<file path="config.mk">
export PLATFORM = sky130hd
export DESIGN_NAME = annp_next_page_regs
export DESIGN_NICKNAME = d
export VERILOG_FILES = /design/src/annp_pkg.sv /design/src/annp_next_page_regs.sv
export SDC_FILE = /design/constraint.sdc
export NUM_CORES = 1
export LEC_CHECK = 0
export BUFFER_PORTS_ARGS = -buffer_cell sky130_fd_sc_hd__buf_2
export CAP_MARGIN = 20
export CORE_MARGIN = 4
export CORE_UTILIZATION = 40
export CTS_BUF_LIST = sky130_fd_sc_hd__clkbuf_4 sky130_fd_sc_hd__clkbuf_8
export DETAILED_ROUTE_END_ITERATION = 10
export GPL_TIMING_DRIVEN = 0
export MAX_ROUTING_LAYER = met4
export PLACE_DENSITY_LB_ADDON = 0.08
export SYNTH_ARGS = -nofsm -noshare
export SYNTH_HDL_FRONTEND = slang
export SYNTH_SLANG_ARGS = --single-unit
</file>
<file path="constraint.sdc">
create_clock -name ref_clk -period 2.4 [get_ports ref_clk]
set_input_delay 0.48 -clock ref_clk [delete_from_list [all_inputs] [get_ports ref_clk]]
set_output_delay 0.48 -clock ref_clk [all_outputs]
set_load 0.05 [all_outputs]
</file>
<file path="src/annp_pkg.sv">
// Constants for the auto-negotiation next page register pair.
package annp_pkg;

   // ---------------------------------------------------------------
   // Register bus geometry
   // ---------------------------------------------------------------

   // Width of the management register address.
   localparam int ANNP_AW = 5;
   // Width of every management register.
   localparam int ANNP_DW = 16;

   // Offset of the local transmit next page register.
   localparam logic [ANNP_AW-1:0] ANNP_LOCAL_TX_OFF   = 5'h07;
   // Offset of the received partner next page register.
   localparam logic [ANNP_AW-1:0] ANNP_PARTNER_RX_OFF = 5'h08;

   // ---------------------------------------------------------------
   // Field positions, shared by both next page words
   // ---------------------------------------------------------------

   localparam int ANNP_NP_BIT   = 15;  // More next pages follow.
   localparam int ANNP_ACK_BIT  = 14;  // Acknowledge.
   localparam int ANNP_MP_BIT   = 13;  // Message page.
   localparam int ANNP_ACK2_BIT = 12;  // Can comply with message.
   localparam int ANNP_TOG_BIT  = 11;  // Toggle.
   localparam int ANNP_CODE_HI  = 10;  // Top bit of the code field.
   localparam int ANNP_CODE_W   = 11;  // Width of the code field.

   // ---------------------------------------------------------------
   // Values after reset
   // ---------------------------------------------------------------

   localparam logic                   ANNP_NP_RST   = 1'h0;
   localparam logic                   ANNP_MP_RST   = 1'h1;
   localparam logic                   ANNP_ACK2_RST = 1'h0;
   localparam logic                   ANNP_TOG_RST  = 1'h0;
   // Code one is the null message page.
   localparam logic [ANNP_CODE_W-1:0] ANNP_CODE_RST = 11'h001;
   localparam logic [ANNP_DW-1:0]     ANNP_PRX_RST  = 16'h0000;
   // Answer on a read of an unmapped address, and between reads.
   localparam logic [ANNP_DW-1:0]     ANNP_RD_IDLE  = 16'h0000;

   // ---------------------------------------------------------------
   // Helpers
   // ---------------------------------------------------------------

   // True when the bus address selects the given register offset.
   function automatic logic annp_hit(input logic [ANNP_AW-1:0] addr,
                                     input logic [ANNP_AW-1:0] off);
      annp_hit = (addr == off);
   endfunction

endpackage

</file>
<file path="src/annp_next_page_regs.sv">
// Auto-negotiation next page transmit and receive register pair.
//
// Notes on behaviour
// RULE1 - Local bit 12 writable comply flag, resets 0.
// RULE2 - Local bit 11 read-only, inverse of previous toggle.
// RULE3 - Toggle alternates on each successive page sent.
// RULE4 - Local bits 10:0 writable code field.
// RULE5 - Local code field resets to null page one.
// RULE6 - Partner bit 15: more pages coming, reset 0.
// RULE7 - Partner bit 14: partner acknowledge, reset 0.
// RULE8 - Partner bit 13: message page marker, reset 0.
// RULE9 - Partner bit 12: partner can comply, reset 0.
// RULE10 - Partner bit 11: partner toggle, reset 0.
// RULE11 - Partner bits 10:0 received code, reset 0.
// RULE12 - Whole partner register updates on accepted page.
//
// The plain strobed port was chosen for this implementation.
`timescale 1ns/1ps

module annp_next_page_regs (
   input  wire logic                           ref_clk,
   input  wire logic                           reset,
   // Management register port.
   input  wire logic [annp_pkg::ANNP_AW-1:0]   reg_addr,
   input  wire logic [annp_pkg::ANNP_DW-1:0]   reg_wdata,
   input  wire logic                           reg_wr,
   input  wire logic                           reg_rd,
   output logic      [annp_pkg::ANNP_DW-1:0]   reg_rdata,
   // Arbitration side: local page on its way out.
   input  wire logic                           tx_page_sent,
   input  wire logic                           tx_sent_toggle,
   output logic      [annp_pkg::ANNP_DW-1:0]   tx_page_word,
   // Arbitration side: page accepted from the link partner.
   input  wire logic                           rx_page_valid,
   input  wire logic [annp_pkg::ANNP_DW-1:0]   rx_page_word
);
   import annp_pkg::*;

   // ---------------------------------------------------------------
   // Storage
   // ---------------------------------------------------------------

   logic                   np_ff;        // Local more-pages flag.
   logic                   mp_ff;        // Local message page flag.
   logic                   ack2_ff;      // Local comply flag.
   logic                   tog_ff;       // Local toggle, hardware owned.
   logic [ANNP_CODE_W-1:0] code_ff;      // Local code field.
   logic [ANNP_DW-1:0]     prx_ff;       // Last accepted partner page.
   logic [ANNP_DW-1:0]     rd_data_ff;   // Read answer register.
   logic [ANNP_DW-1:0]     nxt_rd_data;  // Next read answer.
   logic [ANNP_DW-1:0]     ltx_view;     // Local register as read.
   logic                   ltx_wr;       // Write to the local register.

   // ---------------------------------------------------------------
   // Decode
   // ---------------------------------------------------------------

   // A write strobe aimed at the local transmit register. Writes to
   // the partner register or unmapped addresses have no effect.
   assign ltx_wr = reg_wr && annp_hit(reg_addr, ANNP_LOCAL_TX_OFF);

   // The local register as software sees it. The reserved bit 14
   // reads as zero; the acknowledge of the outgoing word is added
   // by arbitration, not held here.
   always_comb begin
      ltx_view                           = '0;
      ltx_view[ANNP_NP_BIT]              = np_ff;
      ltx_view[ANNP_MP_BIT]              = mp_ff;
      ltx_view[ANNP_ACK2_BIT]            = ack2_ff;
      ltx_view[ANNP_TOG_BIT]             = tog_ff;
      ltx_view[ANNP_CODE_HI:0]           = code_ff;
   end

   // The page offered to arbitration is built straight from the
   // stored fields, so it carries the current toggle. [RULE3]
   assign tx_page_word = ltx_view;

   // ---------------------------------------------------------------
   // Local transmit register: software fields
   // ---------------------------------------------------------------

   // Next page and message page flags.
   always_ff @(posedge ref_clk or posedge reset) begin
      if (reset) begin
         np_ff <= ANNP_NP_RST;
         mp_ff <= ANNP_MP_RST;
      end else if (ltx_wr) begin
         np_ff <= reg_wdata[ANNP_NP_BIT];
         mp_ff <= reg_wdata[ANNP_MP_BIT];
      end
   end

   // Comply flag: one means the local side will act on the message.
   always_ff @(posedge ref_clk or posedge reset) begin
      if (reset) begin
         ack2_ff <= ANNP_ACK2_RST;                         // [RULE1]
      end else if (ltx_wr) begin
         ack2_ff <= reg_wdata[ANNP_ACK2_BIT];              // [RULE1]
      end
   end

   // Code field: message code when the message page flag is set,
   // otherwise an application defined unformatted code.
   always_ff @(posedge ref_clk or posedge reset) begin
      if (reset) begin
         code_ff <= ANNP_CODE_RST;                         // [RULE5]
      end else if (ltx_wr) begin
         code_ff <= reg_wdata[ANNP_CODE_HI:0];             // [RULE4]
      end
   end

   // ---------------------------------------------------------------
   // Local transmit register: toggle
   // ---------------------------------------------------------------

   // Software cannot write the toggle. Each time arbitration sends a
   // word it reports that word's toggle, and the next page takes the
   // opposite value, so successive pages alternate.
   always_ff @(posedge ref_clk or posedge reset) begin
      if (reset) begin
         tog_ff <= ANNP_TOG_RST;                           // [RULE2]
      end else if (tx_page_sent) begin
         tog_ff <= ~tx_sent_toggle;                        // [RULE2] [RULE3]
      end
   end

   // ---------------------------------------------------------------
   // Partner next page register
   // ---------------------------------------------------------------

   // All partner fields load together from one accepted word, so
   // software never sees a mix of two pages. Bus writes are ignored.
   always_ff @(posedge ref_clk or posedge reset) begin
      if (reset) begin
         prx_ff <= ANNP_PRX_RST;          // [RULE6] [RULE7] [RULE8]
      end else if (rx_page_valid) begin
         prx_ff <= rx_page_word;          // [RULE12] [RULE9] [RULE10]
      end
   end

   // ---------------------------------------------------------------
   // Read path
   // ---------------------------------------------------------------

   // Select the answer for a read strobe. Outside a read, and for an
   // unmapped address, the answer is zero.
   always_comb begin
      nxt_rd_data = ANNP_RD_IDLE;
      if (reg_rd) begin
         if (annp_hit(reg_addr, ANNP_LOCAL_TX_OFF)) begin
            nxt_rd_data = ltx_view;
         end else if (annp_hit(reg_addr, ANNP_PARTNER_RX_OFF)) begin
            nxt_rd_data = prx_ff;                          // [RULE11]
         end else begin
            nxt_rd_data = ANNP_RD_IDLE;
         end
      end
   end

   // Read data stands for exactly the cycle after the strobe.
   always_ff @(posedge ref_clk or posedge reset) begin
      if (reset) begin
         rd_data_ff <= ANNP_RD_IDLE;
      end else begin
         rd_data_ff <= nxt_rd_data;
      end
   end

   assign reg_rdata = rd_data_ff;
endmodule // annp_next_page_regs

</file>
Yosys cells after proc, flatten, opt, wreduce, memory -nomap -nowiden:

Cells that the tools add are included.

* flip-flop bits (word level): 47
* bits in latches: 0
* bits in writable memories: 0
* ROM bits: 0
* input bits: 44
* output and inout bits: 32
* word-level logic and storage cells: 14
* memories kept: 0

* add/sub/neg operators: 0
* $mul: 0
* div/mod/pow operators: 0
* order comparisons: 0
* eq/ne operators: 2
* shifts and indexed selects: 0
* mux-type cells: 3
* bitwise operators: 1
* reduce and logical (&&, ||, !) cells: 1

Operators by type and width (number)
* $mux W16: 3
* $eq A5 B3 Y1 const B: 1
* $eq A5 B4 Y1 const B: 1
* $logic_and A1 B1 Y1: 1
* $not A1 Y1: 1

Longest topological paths before layout:

Gate-level depths: netlist of the first run.

* depth after elaboration: 4
* mapped depth: 5
* depth with buffers taken out: 3

Worst setup path after synthesis of the first run:

No wires, ideal clock.

* path kind: input port to flip-flop
* from: input port reg_addr[2] (netlist bit)
* to: register code_ff[1]
* setup time: 0.127 ns
* arrival: 1.368 ns
* data required time: 2.273 ns
* setup slack: 0.904 ns
* stages on the path: 5
* path buffers: 2
* cells stage by stage: clkbuf_2 -> nand3b_1 -> nor2_4 -> buf_6 -> mux2_1

* cells in the longest elaborated chain, start to end: 2

Ends and longest elaborated chain
* start: declaration: line annp_next_page_regs.sv:24 `input wire logic [annp_pkg::ANNP_AW-1:0] reg_addr,`
* $eq A5 B3 Y1: line annp_pkg.sv:51 `annp_hit = (addr == off);`
* $logic_and A1 B1 Y1: line annp_next_page_regs.sv:60 `assign ltx_wr = reg_wr && annp_hit(reg_addr, ANNP_LOCAL_TX_OFF);`
* end signal: assignment: line annp_next_page_regs.sv:108 `code_ff <= reg_wdata[ANNP_CODE_HI:0];`
* end: declaration: line annp_next_page_regs.sv:47 `logic [ANNP_CODE_W-1:0] code_ff;`

No other way between the ends.
A chain may end at the register's enable or synchronous reset.

Worst setup path after layout of the first run:

* from: register mp_ff
* to: output port tx_page_word[13] (netlist bit)

RTL lines
* start: declaration: line annp_next_page_regs.sv:44 `logic mp_ff;`
* start signal: assignment: line annp_next_page_regs.sv:89 `mp_ff <= reg_wdata[ANNP_MP_BIT];`
* end: declaration: line annp_next_page_regs.sv:32 `output logic [annp_pkg::ANNP_DW-1:0] tx_page_word,`

No word-level cell between the ends.

==> metrics.yaml, run 1 <==
cts:
  cts_root_buffer: "clkbuf_8"
  cts.repair.resized: 0
  cts_buffers: 5
  holdBufCountCts: 0
  htree_levels: 2
  cts.sinks: 47
  cts_setup_buffers: 0
  clock_latency_ns: 0.30
  clock_path_buffers: 2
  cts_tree: "built"
  clk_pin_slew_ns: 0.08
timing:
  setup_viol: 0
  slew_violations: 0
  fin_crit_sh_pct: 69.6
  fmax_mhz: 599
  tns_ns: 0
  finalHoldViolCount: 0
  rsz0062_at_grt: "false"
  skew_ns: 0.00648
  fin_crit_ns: 1.67
setup_path:
  crit_arrival_ns: 1.19
  critPathRequiredTime_ns: 1.92
  path_class: "reg -> out"
  cp-end-kind: "output pin"
  cp_max_fo: 3
  cp-start-kind: "flip-flop"
logic_synthesis:
  synth_area_leaders: "dfrtp_1 (56%), mux2_2 (11%), mux2_1 (5.6%), nand3_1 (5.0%), a21boi_1 (3.8%)"
  synth-seq-area-share_pct: 58.9
  syn-num-nets: 196
  synth-seq-cells: 47
  syn_area_mm2: 0.00200
  yosysUniqueCellTypes: 25
  syn_inst: 152
  synth_area_leader_cell: "dfrtp_1"
  synth.top_cell.area_share_pct: 56.3
  syn_area_per_cell_um2: 13.2
  ys_warn_count: 0
grt:
  first_global_vias: 1526
  grt.overflow.total: 0
  grt_usage_pct: 15.0
  grt_start_max_net_pins: 48
  antenna_found_initial: 0
  grt_pass1_wl_um: 6980
placed_design:
  dp.cells: 290
  globalplace.congestion: 0.812
  place_hpwl_um: 3310
  port_buffers: 70
die:
  initial_utilization_pct: 41.8
  die-area_mm2: 0.00620
  core_mm2: 0.00479
  die_h_um: 78.7
  fp-row-count: 25
  die_w_um: 78.7
  ioPinCount: 76
flow_run:
  drv_cap: 0
final_layout:
  finalNetCount: 274
  mostFrequentLayoutCells: "buf_2 (74), dfrtp_1 (45), mux2_2 (20), nand3_1 (20)"
  area_growth_pct: 29.5
  antenna_cells: 0
  fin_cells: 298
  drive_gt1_share_pct: 51.1
  final_common_cell: "buf_2"
route:
  firstDrtPassIters: 4
  drtIter0Drc: 63
  wire_per_inst_um: 14.4
  vias_per_cell: 4.75
  wl_met2_um: 2060
  maxUsedRoutingLayer: "met4"
  route.met3.wl_um: 319
  antenna_left: 0
  wl_met1_um: 1840
  drc_errors: 0
  num_vias: 1416
  wl_um: 4290
power_and_ir_drop:
  power_density_mw_per_mm2: 783
  power.leakage_nw: 1.31
  irDropWorstVdd_v: 0.000317
min_path:
  hold_class: "in -> async"
status:
  status: "complete, no violations"
[cells in the mapped netlist]
master    count
clkbuf_1      1
nand3_1      20
a21oi_1       1
nand3b_1      6
buf_2         4
clkbuf_2      1
buf_1         1
and4bb_1      1
and3_1        5
conb_1        1
inv_1         1
nor2b_2       1
nor2_4        1
o21a_1        5
a21boi_1     10
and4_1        1
dfrtp_1      45
mux2_1       10
buf_4         6
dfstp_2       2
mux2_2       20
buf_6         1
nand3b_4      1
nor2_1        6
nor3_2        1
[cells by family (layout without fill, tap and decap cells)]
group | after synthesis | count (layout) | synth area share (%)
AO/OA/AOI/OAI | 16 | 16 | 5.88
buffers and inverters | 15 | 94 | 4.63
flip-flops | 47 | 47 | 58.9
multiplexers | 30 | 30 | 16.9
other | 1 | 1 | 0.187
AND/OR/NAND/NOR | 43 | 43 | 13.5
[where the power goes]
group | internal, W | switching, W | leakage (nW)
clock network | 0.000427 | 0.000256 | 0.0688
registers | 0.000874 | 0.0000510 | 0.595
logic | 0.000142 | 0.000278 | 0.643
total | 0.00144 | 0.000586 | 1.31
[flip-flops by register name, summed over array words and instances, names as in the netlist]
name and cells:
code_ff 11, tog_ff 1, reg_rdata 16, ack2_ff 1, prx_ff 16, np_ff 1, mp_ff 1
[worst max-delay path, stage by stage, from the launching register on]
cell and delay, ns:
dfstp_2 0.55, buf_4 0.10, buf_2 0.24
[metal layers]
layer | track usage, % | vias to the layer above
li1 | - | 681
met1 | 18.3 | 675
met2 | 23.8 | 53
met3 | 3.97 | 7
met4 | 6.29 | 0
met5 | - | -
[final cells by class]
| class | instances | area [µm²] |
|---|---|---|
| clock inverters | 2 | 60.1 |
| well taps | 67 | 83.8 |
| inverters | 1 | 3.75 |
| plain buffers | 14 | 88.8 |
| multi-input cells | 90 | 729 |
| flip-flops and latches | 47 | 1180 |
| fillers | 446 | 2190 |
| repair buffers | 71 | 370 |
| clock buffers | 6 | 76.3 |
[path summary, 6_finish.rpt]
check	from	slack (ns)	cells after the start	endpoint
worst min-delay path	reset	0.20	3	code_ff[1]
worst max-delay path	mp_ff	0.73	2	tx_page_word[13]
min in group ref_clk	tx_sent_toggle	0.34	2	tog_ff
worst min register to register	prx_ff[11]	0.50	1	prx_ff[11]
max in group asynchronous	reset	1.93	3	mp_ff
worst max register to register	mp_ff	1.49	3	reg_rdata[13]
[stage by stage]
stage / hold slack (ns) / power [W] / worst slack (ns) / cell area, µm² / utilization (%)
finish: 0.198 / 0.00203 / 0.730 / 2590 / 54.1
detailed placement: 0.489 / 0.00137 / 0.747 / 2450 / 51.3
CTS: 0.207 / 0.00206 / 0.715 / 2590 / 54.1
global route: 0.227 / 0.00212 / 0.684 / 2590 / 54.1
global placement: 0.494 / 0.00135 / 0.333 / 2430 / 50.9
floorplan: 0.472 / 0.00124 / 0.807 / 2000 / -
Note: power is estimated with default switching activity, not from simulation.
==> inputs of run 2 (changes only) <==
- clock period: 2.4 -> 1.4 ns (I/O delays scaled with it)
==> metrics.yaml, run 2 (same netlist as run 1, synthesis figures left out) <==
setup_path:
  critical-path-max-stage-delay_ns: 0.55
  cp_cell_sequence: "buf_4"
  path_class: "reg -> out"
  critPathRequiredTime_ns: 1.12
  crit_family: "flip-flops"
  crit_buf_inv: 1
  cp-start-kind: "flip-flop"
  crit_arrival_ns: 1.05
  cp-end-kind: "output pin"
  cp_max_fo: 3
  cpMaxStageDelayCell: "dfstp_2"
route:
  vias_per_cell: 4.74
  drtIter0Drc: 61
  wire_per_inst_um: 14.5
  firstDrtPassIters: 4
  antenna_left: 0
  wl_um: 4320
  drc_errors: 0
  num_vias: 1413
die:
  die-area_mm2: 0.00620
  fp-row-count: 25
  die_w_um: 78.7
  die_h_um: 78.7
  ioPinCount: 76
  core_mm2: 0.00479
  initial_utilization_pct: 41.8
min_path:
  hold_class: "in -> async"
timing:
  skew_ns: 0.00725
  rsz0062_at_grt: "false"
  fmax_mhz: 753
  finalHoldViolCount: 2
  fin_hold_ws_ns: -0.00306
  fin_crit_sh_pct: 94.9
  fin_crit_ns: 1.33
  slew_violations: 0
  setup_viol: 0
grt:
  grt_usage_pct: 15.1
  grt_pass1_wl_um: 7000
  antenna_found_initial: 0
  grt.overflow.total: 0
  first_global_vias: 1530
  grt_start_max_net_pins: 48
placed_design:
  place_hpwl_um: 3310
  port_buffers: 70
  globalplace.congestion: 0.812
cts:
  cts.sinks: 47
  clock_path_buffers: 2
  cts_buffers: 5
  clock_latency_ns: 0.30
  htree_levels: 2
  clk_pin_slew_ns: 0.09
  cts_tree: "built"
  cts_root_buffer: "clkbuf_8"
status:
  violations: "hold timing"
  status: "finished, violations left"
flow_run:
  drv_cap: 0
power_and_ir_drop:
  power.leakage_nw: 1.31
  power_density_mw_per_mm2: 1340
  irDropWorstVdd_v: 0.000546
final_layout:
  n_fill_cell: 447
  finalNetCount: 274
  final_common_cell: "buf_2"
  multiInputGateArea_um2: 729
  mostFrequentLayoutCells: "buf_2 (72), dfrtp_1 (45), mux2_2 (20), nand3_1 (20)"
  antenna_cells: 0
  final_util_pct: 54.4
  area_growth_pct: 30.1
  drive_gt1_share_pct: 51.1
  regArea_mm2: 0.00118
## run 2: worst paths after layout
check	startpoint	to	slack, ns	cells past startpoint
min in group ref_clk	tx_sent_toggle	tog_ff	0.14	2
min reg2reg	prx_ff[11]	prx_ff[11]	0.50	1
max reg2reg	mp_ff	reg_rdata[13]	0.38	4
max in group asynchronous	reset	mp_ff	1.13	3
max	code_ff[0]	tx_page_word[0]	0.07	1
min	reset	code_ff[1]	-0.003	3
## run 2: routing by layer
metal	track usage, %	part of all wire, %
met5	-	0
met4	6.29	1.7
met3	3.97	7.4
met2	23.9	48
met1	18.4	43
## run 2: final cells by class
type	count	area share [%]
buffer	13	3.12
clock buffer	6	2.93
inverter	1	0.144
sequential	47	45.3
clock inverter	2	2.31
multi-input combinational	90	28.0
timing repair buffer	72	15.0
tap	67	3.22
## run 2: timing repair
item / CTS / global route
gates resized for setup: 3 / 1
setup buffers: 0 / 1
hold buffers: 0 / 0
endpoints found under the setup margin: 2 / 1
## run 2: report_power, final
group | switching (W) | leakage, nW | internal (W) | total [W]
registers | 0.0000899 | 0.595 | 0.00150 | 0.00159
logic | 0.000478 | 0.646 | 0.000258 | 0.000736
clock network | 0.000440 | 0.0688 | 0.000733 | 0.00117
total | 0.00101 | 1.31 | 0.00249 | 0.00350
## run 2: metrics by stage
| stage | total power [W] | setup TNS [ns] | area, µm² | setup WS (ns) | instances |
|---|---|---|---|---|---|
| 2_1_floorplan | 0.00213 | 0 | 2000 | 0.00720 | 152 |
| 3_3_place_gp | 0.00232 | -21.25 | 2430 | -0.467 | 289 |
| 6_report | 0.00350 | 0 | 2600 | 0.0718 | 298 |
| 5_1_grt | 0.00366 | 0 | 2600 | 0.0373 | 298 |
| 4_1_cts | 0.00354 | 0 | 2600 | 0.00872 | 298 |
| 3_5_place_dp | 0.00235 | -0.383 | 2450 | -0.0526 | 290 |
==> inputs of run 3 (changes only) <==
- CELL_PAD_IN_SITES_DETAIL_PLACEMENT: not set -> 1
- CELL_PAD_IN_SITES_GLOBAL_PLACEMENT: not set -> 2
- CORE_MARGIN: 4 -> 1
- CORE_UTILIZATION: 40 -> 29
- PLACE_DENSITY: not set -> 0.82
- PLACE_DENSITY_LB_ADDON: 0.08 -> not set
==> metrics.yaml, run 3 (same netlist as run 1, synthesis figures left out) <==
final_layout:
  mostFrequentLayoutCells: "buf_2 (72), dfrtp_1 (45), mux2_2 (20), nand3_1 (20)"
  fin_cells: 309
  drive_gt1_share_pct: 51.3
  final_area_mm2: 0.00261
  antenna_cells: 0
  finalNetCount: 275
  area_growth_pct: 30.4
  final_common_cell: "buf_2"
route:
  wire_per_inst_um: 14.9
  antenna_left: 0
  wl_um: 4590
  firstDrtPassIters: 3
  vias_per_cell: 4.61
  drc_errors: 0
  drtIter0Drc: 51
  num_vias: 1424
power_and_ir_drop:
  power.leakage_nw: 1.31
  pwr-share-seq_pct: 46.8
  swShare_pct: 30.7
  p_sw_w: 0.00104
  finalPower_w: 0.00339
  clockPowerShare_pct: 31.1
  combPwrFrac_pct: 22.1
  p_int_w: 0.00235
  power_density_mw_per_mm2: 1300
  irDropWorstVdd_v: 0.000361
setup_path:
  r2r-start: "mp_ff"
  cp-end-kind: "output pin"
  crit_arrival_ns: 1.08
  path_class: "reg -> out"
  cp-start-kind: "flip-flop"
  critPathRequiredTime_ns: 1.12
  cp_max_fo: 3
  critPathLaunch: "mp_ff"
cts:
  clock_path_buffers: 2
  cts_tree: "built"
  clock_latency_ns: 0.30
  cts_buffers: 5
  htree_levels: 2
  cts.sinks: 47
  cts_root_buffer: "clkbuf_8"
  clk_pin_slew_ns: 0.09
grt:
  first_global_vias: 1497
  grt_pass1_wl_um: 7610
  grt_start_max_net_pins: 26
  busiest_layer: "met2"
  grt.overflow.total: 0
  use_met1_pct: 17.9
  antenna_found_initial: 0
  met2_usage_pct: 22.7
  use_met3_pct: 3.40
  grt_usage_pct: 14.4
die:
  initial_utilization_pct: 30.8
  die-area_mm2: 0.00724
  die_h_um: 85.1
  ioPinCount: 76
  fp-row-count: 29
  core_mm2: 0.00649
  die_w_um: 85.1
placed_design:
  place_area_mm2: 0.00247
  place_ws_ns: -0.0558
  globalplace.congestion: 0.738
  dp.cells: 300
  port_buffers: 70
  place_hpwl_um: 3690
timing:
  skew_ns: 0.00494
  finalHoldViolCount: 7
  fmax_mhz: 734
  tns_ns: 0
  fin_ws_ns: 0.0372
  fin_hold_ws_ns: -0.00237
  setup_viol: 0
  fin_crit_sh_pct: 97.3
  slew_violations: 0
  fin_crit_ns: 1.36
min_path:
  hold_class: "in -> async"
flow_run:
  drv_cap: 0
status:
  violations: "hold timing"
  status: "finished, violations left"
## run 3: cell types whose count changed in the layout (fill, tap and decap cells not counted), sizes merged
cell	change
buf	+1
bufinv	-1
inv	+1
## run 3: layer usage
metal	part of all wire, %	wire length, µm	up-vias
li1	-	-	689
met1	44	2010	695
met2	51	2350	34
met3	3.6	165	6
met4	1.4	66	0
met5	0	0	-
## run 3: area by class of cell
| class | count | area (µm²) |
|---|---|---|
| multi-input cells | 90 | 729 |
| fillers | 728 | 3890 |
| flip-flops and latches | 47 | 1180 |
| plain buffers | 14 | 88.8 |
| inverters | 1 | 3.75 |
| clock inverters | 2 | 38.8 |
| repair buffers | 72 | 390 |
| well taps | 77 | 96.3 |
| clock buffers | 6 | 82.6 |
## run 3: worst paths after layout
kind                       cells past startpoint                to  slack, ns
setup / recovery                               2  tx_page_word[13]       0.04
hold / removal                                 2      reg_rdata[2]     -0.002
setup reg to reg                               4     reg_rdata[13]       0.39
hold reg to reg                                1        prx_ff[12]       0.51
max in group asynchronous                      3             mp_ff       0.82
min in group ref_clk                           2            tog_ff       0.14
## run 3: critical path, stage by stage (launching register included)
cell and delay, ns:
dfstp_2 0.55, buf_4 0.11, buf_8 0.13
## run 3: what timing repair did
action                     4_1_cts  5_1_grt
pin swaps                        0        0
gates cloned                     0        0
resized for setup                3        1
hold buffers                     0        0
setup endpoints to repair        2        1
setup buffers                    0        1
## run 3: power by group through the flow
stage / combinational [W] / sequential, W / clock, W
after CTS: 0.000745 / 0.00159 / 0.00109
after global routing: 0.000794 / 0.00161 / 0.00115
after global placement: 0.000711 / 0.00161 / 0
final: 0.000748 / 0.00159 / 0.00105
after floorplan: 0.000298 / 0.00183 / 0
after detailed placement: 0.000733 / 0.00162 / 0
## run 3: per-stage QoR
stage / utilization, % / hold WS [ns]
floorplan: - / 0.365
global placement: 37.7 / 0.451
detailed placement: 38.0 / 0.348
CTS: 40.0 / 0.0102
global route: 40.2 / 0.0286
finish: 40.2 / -0.00237
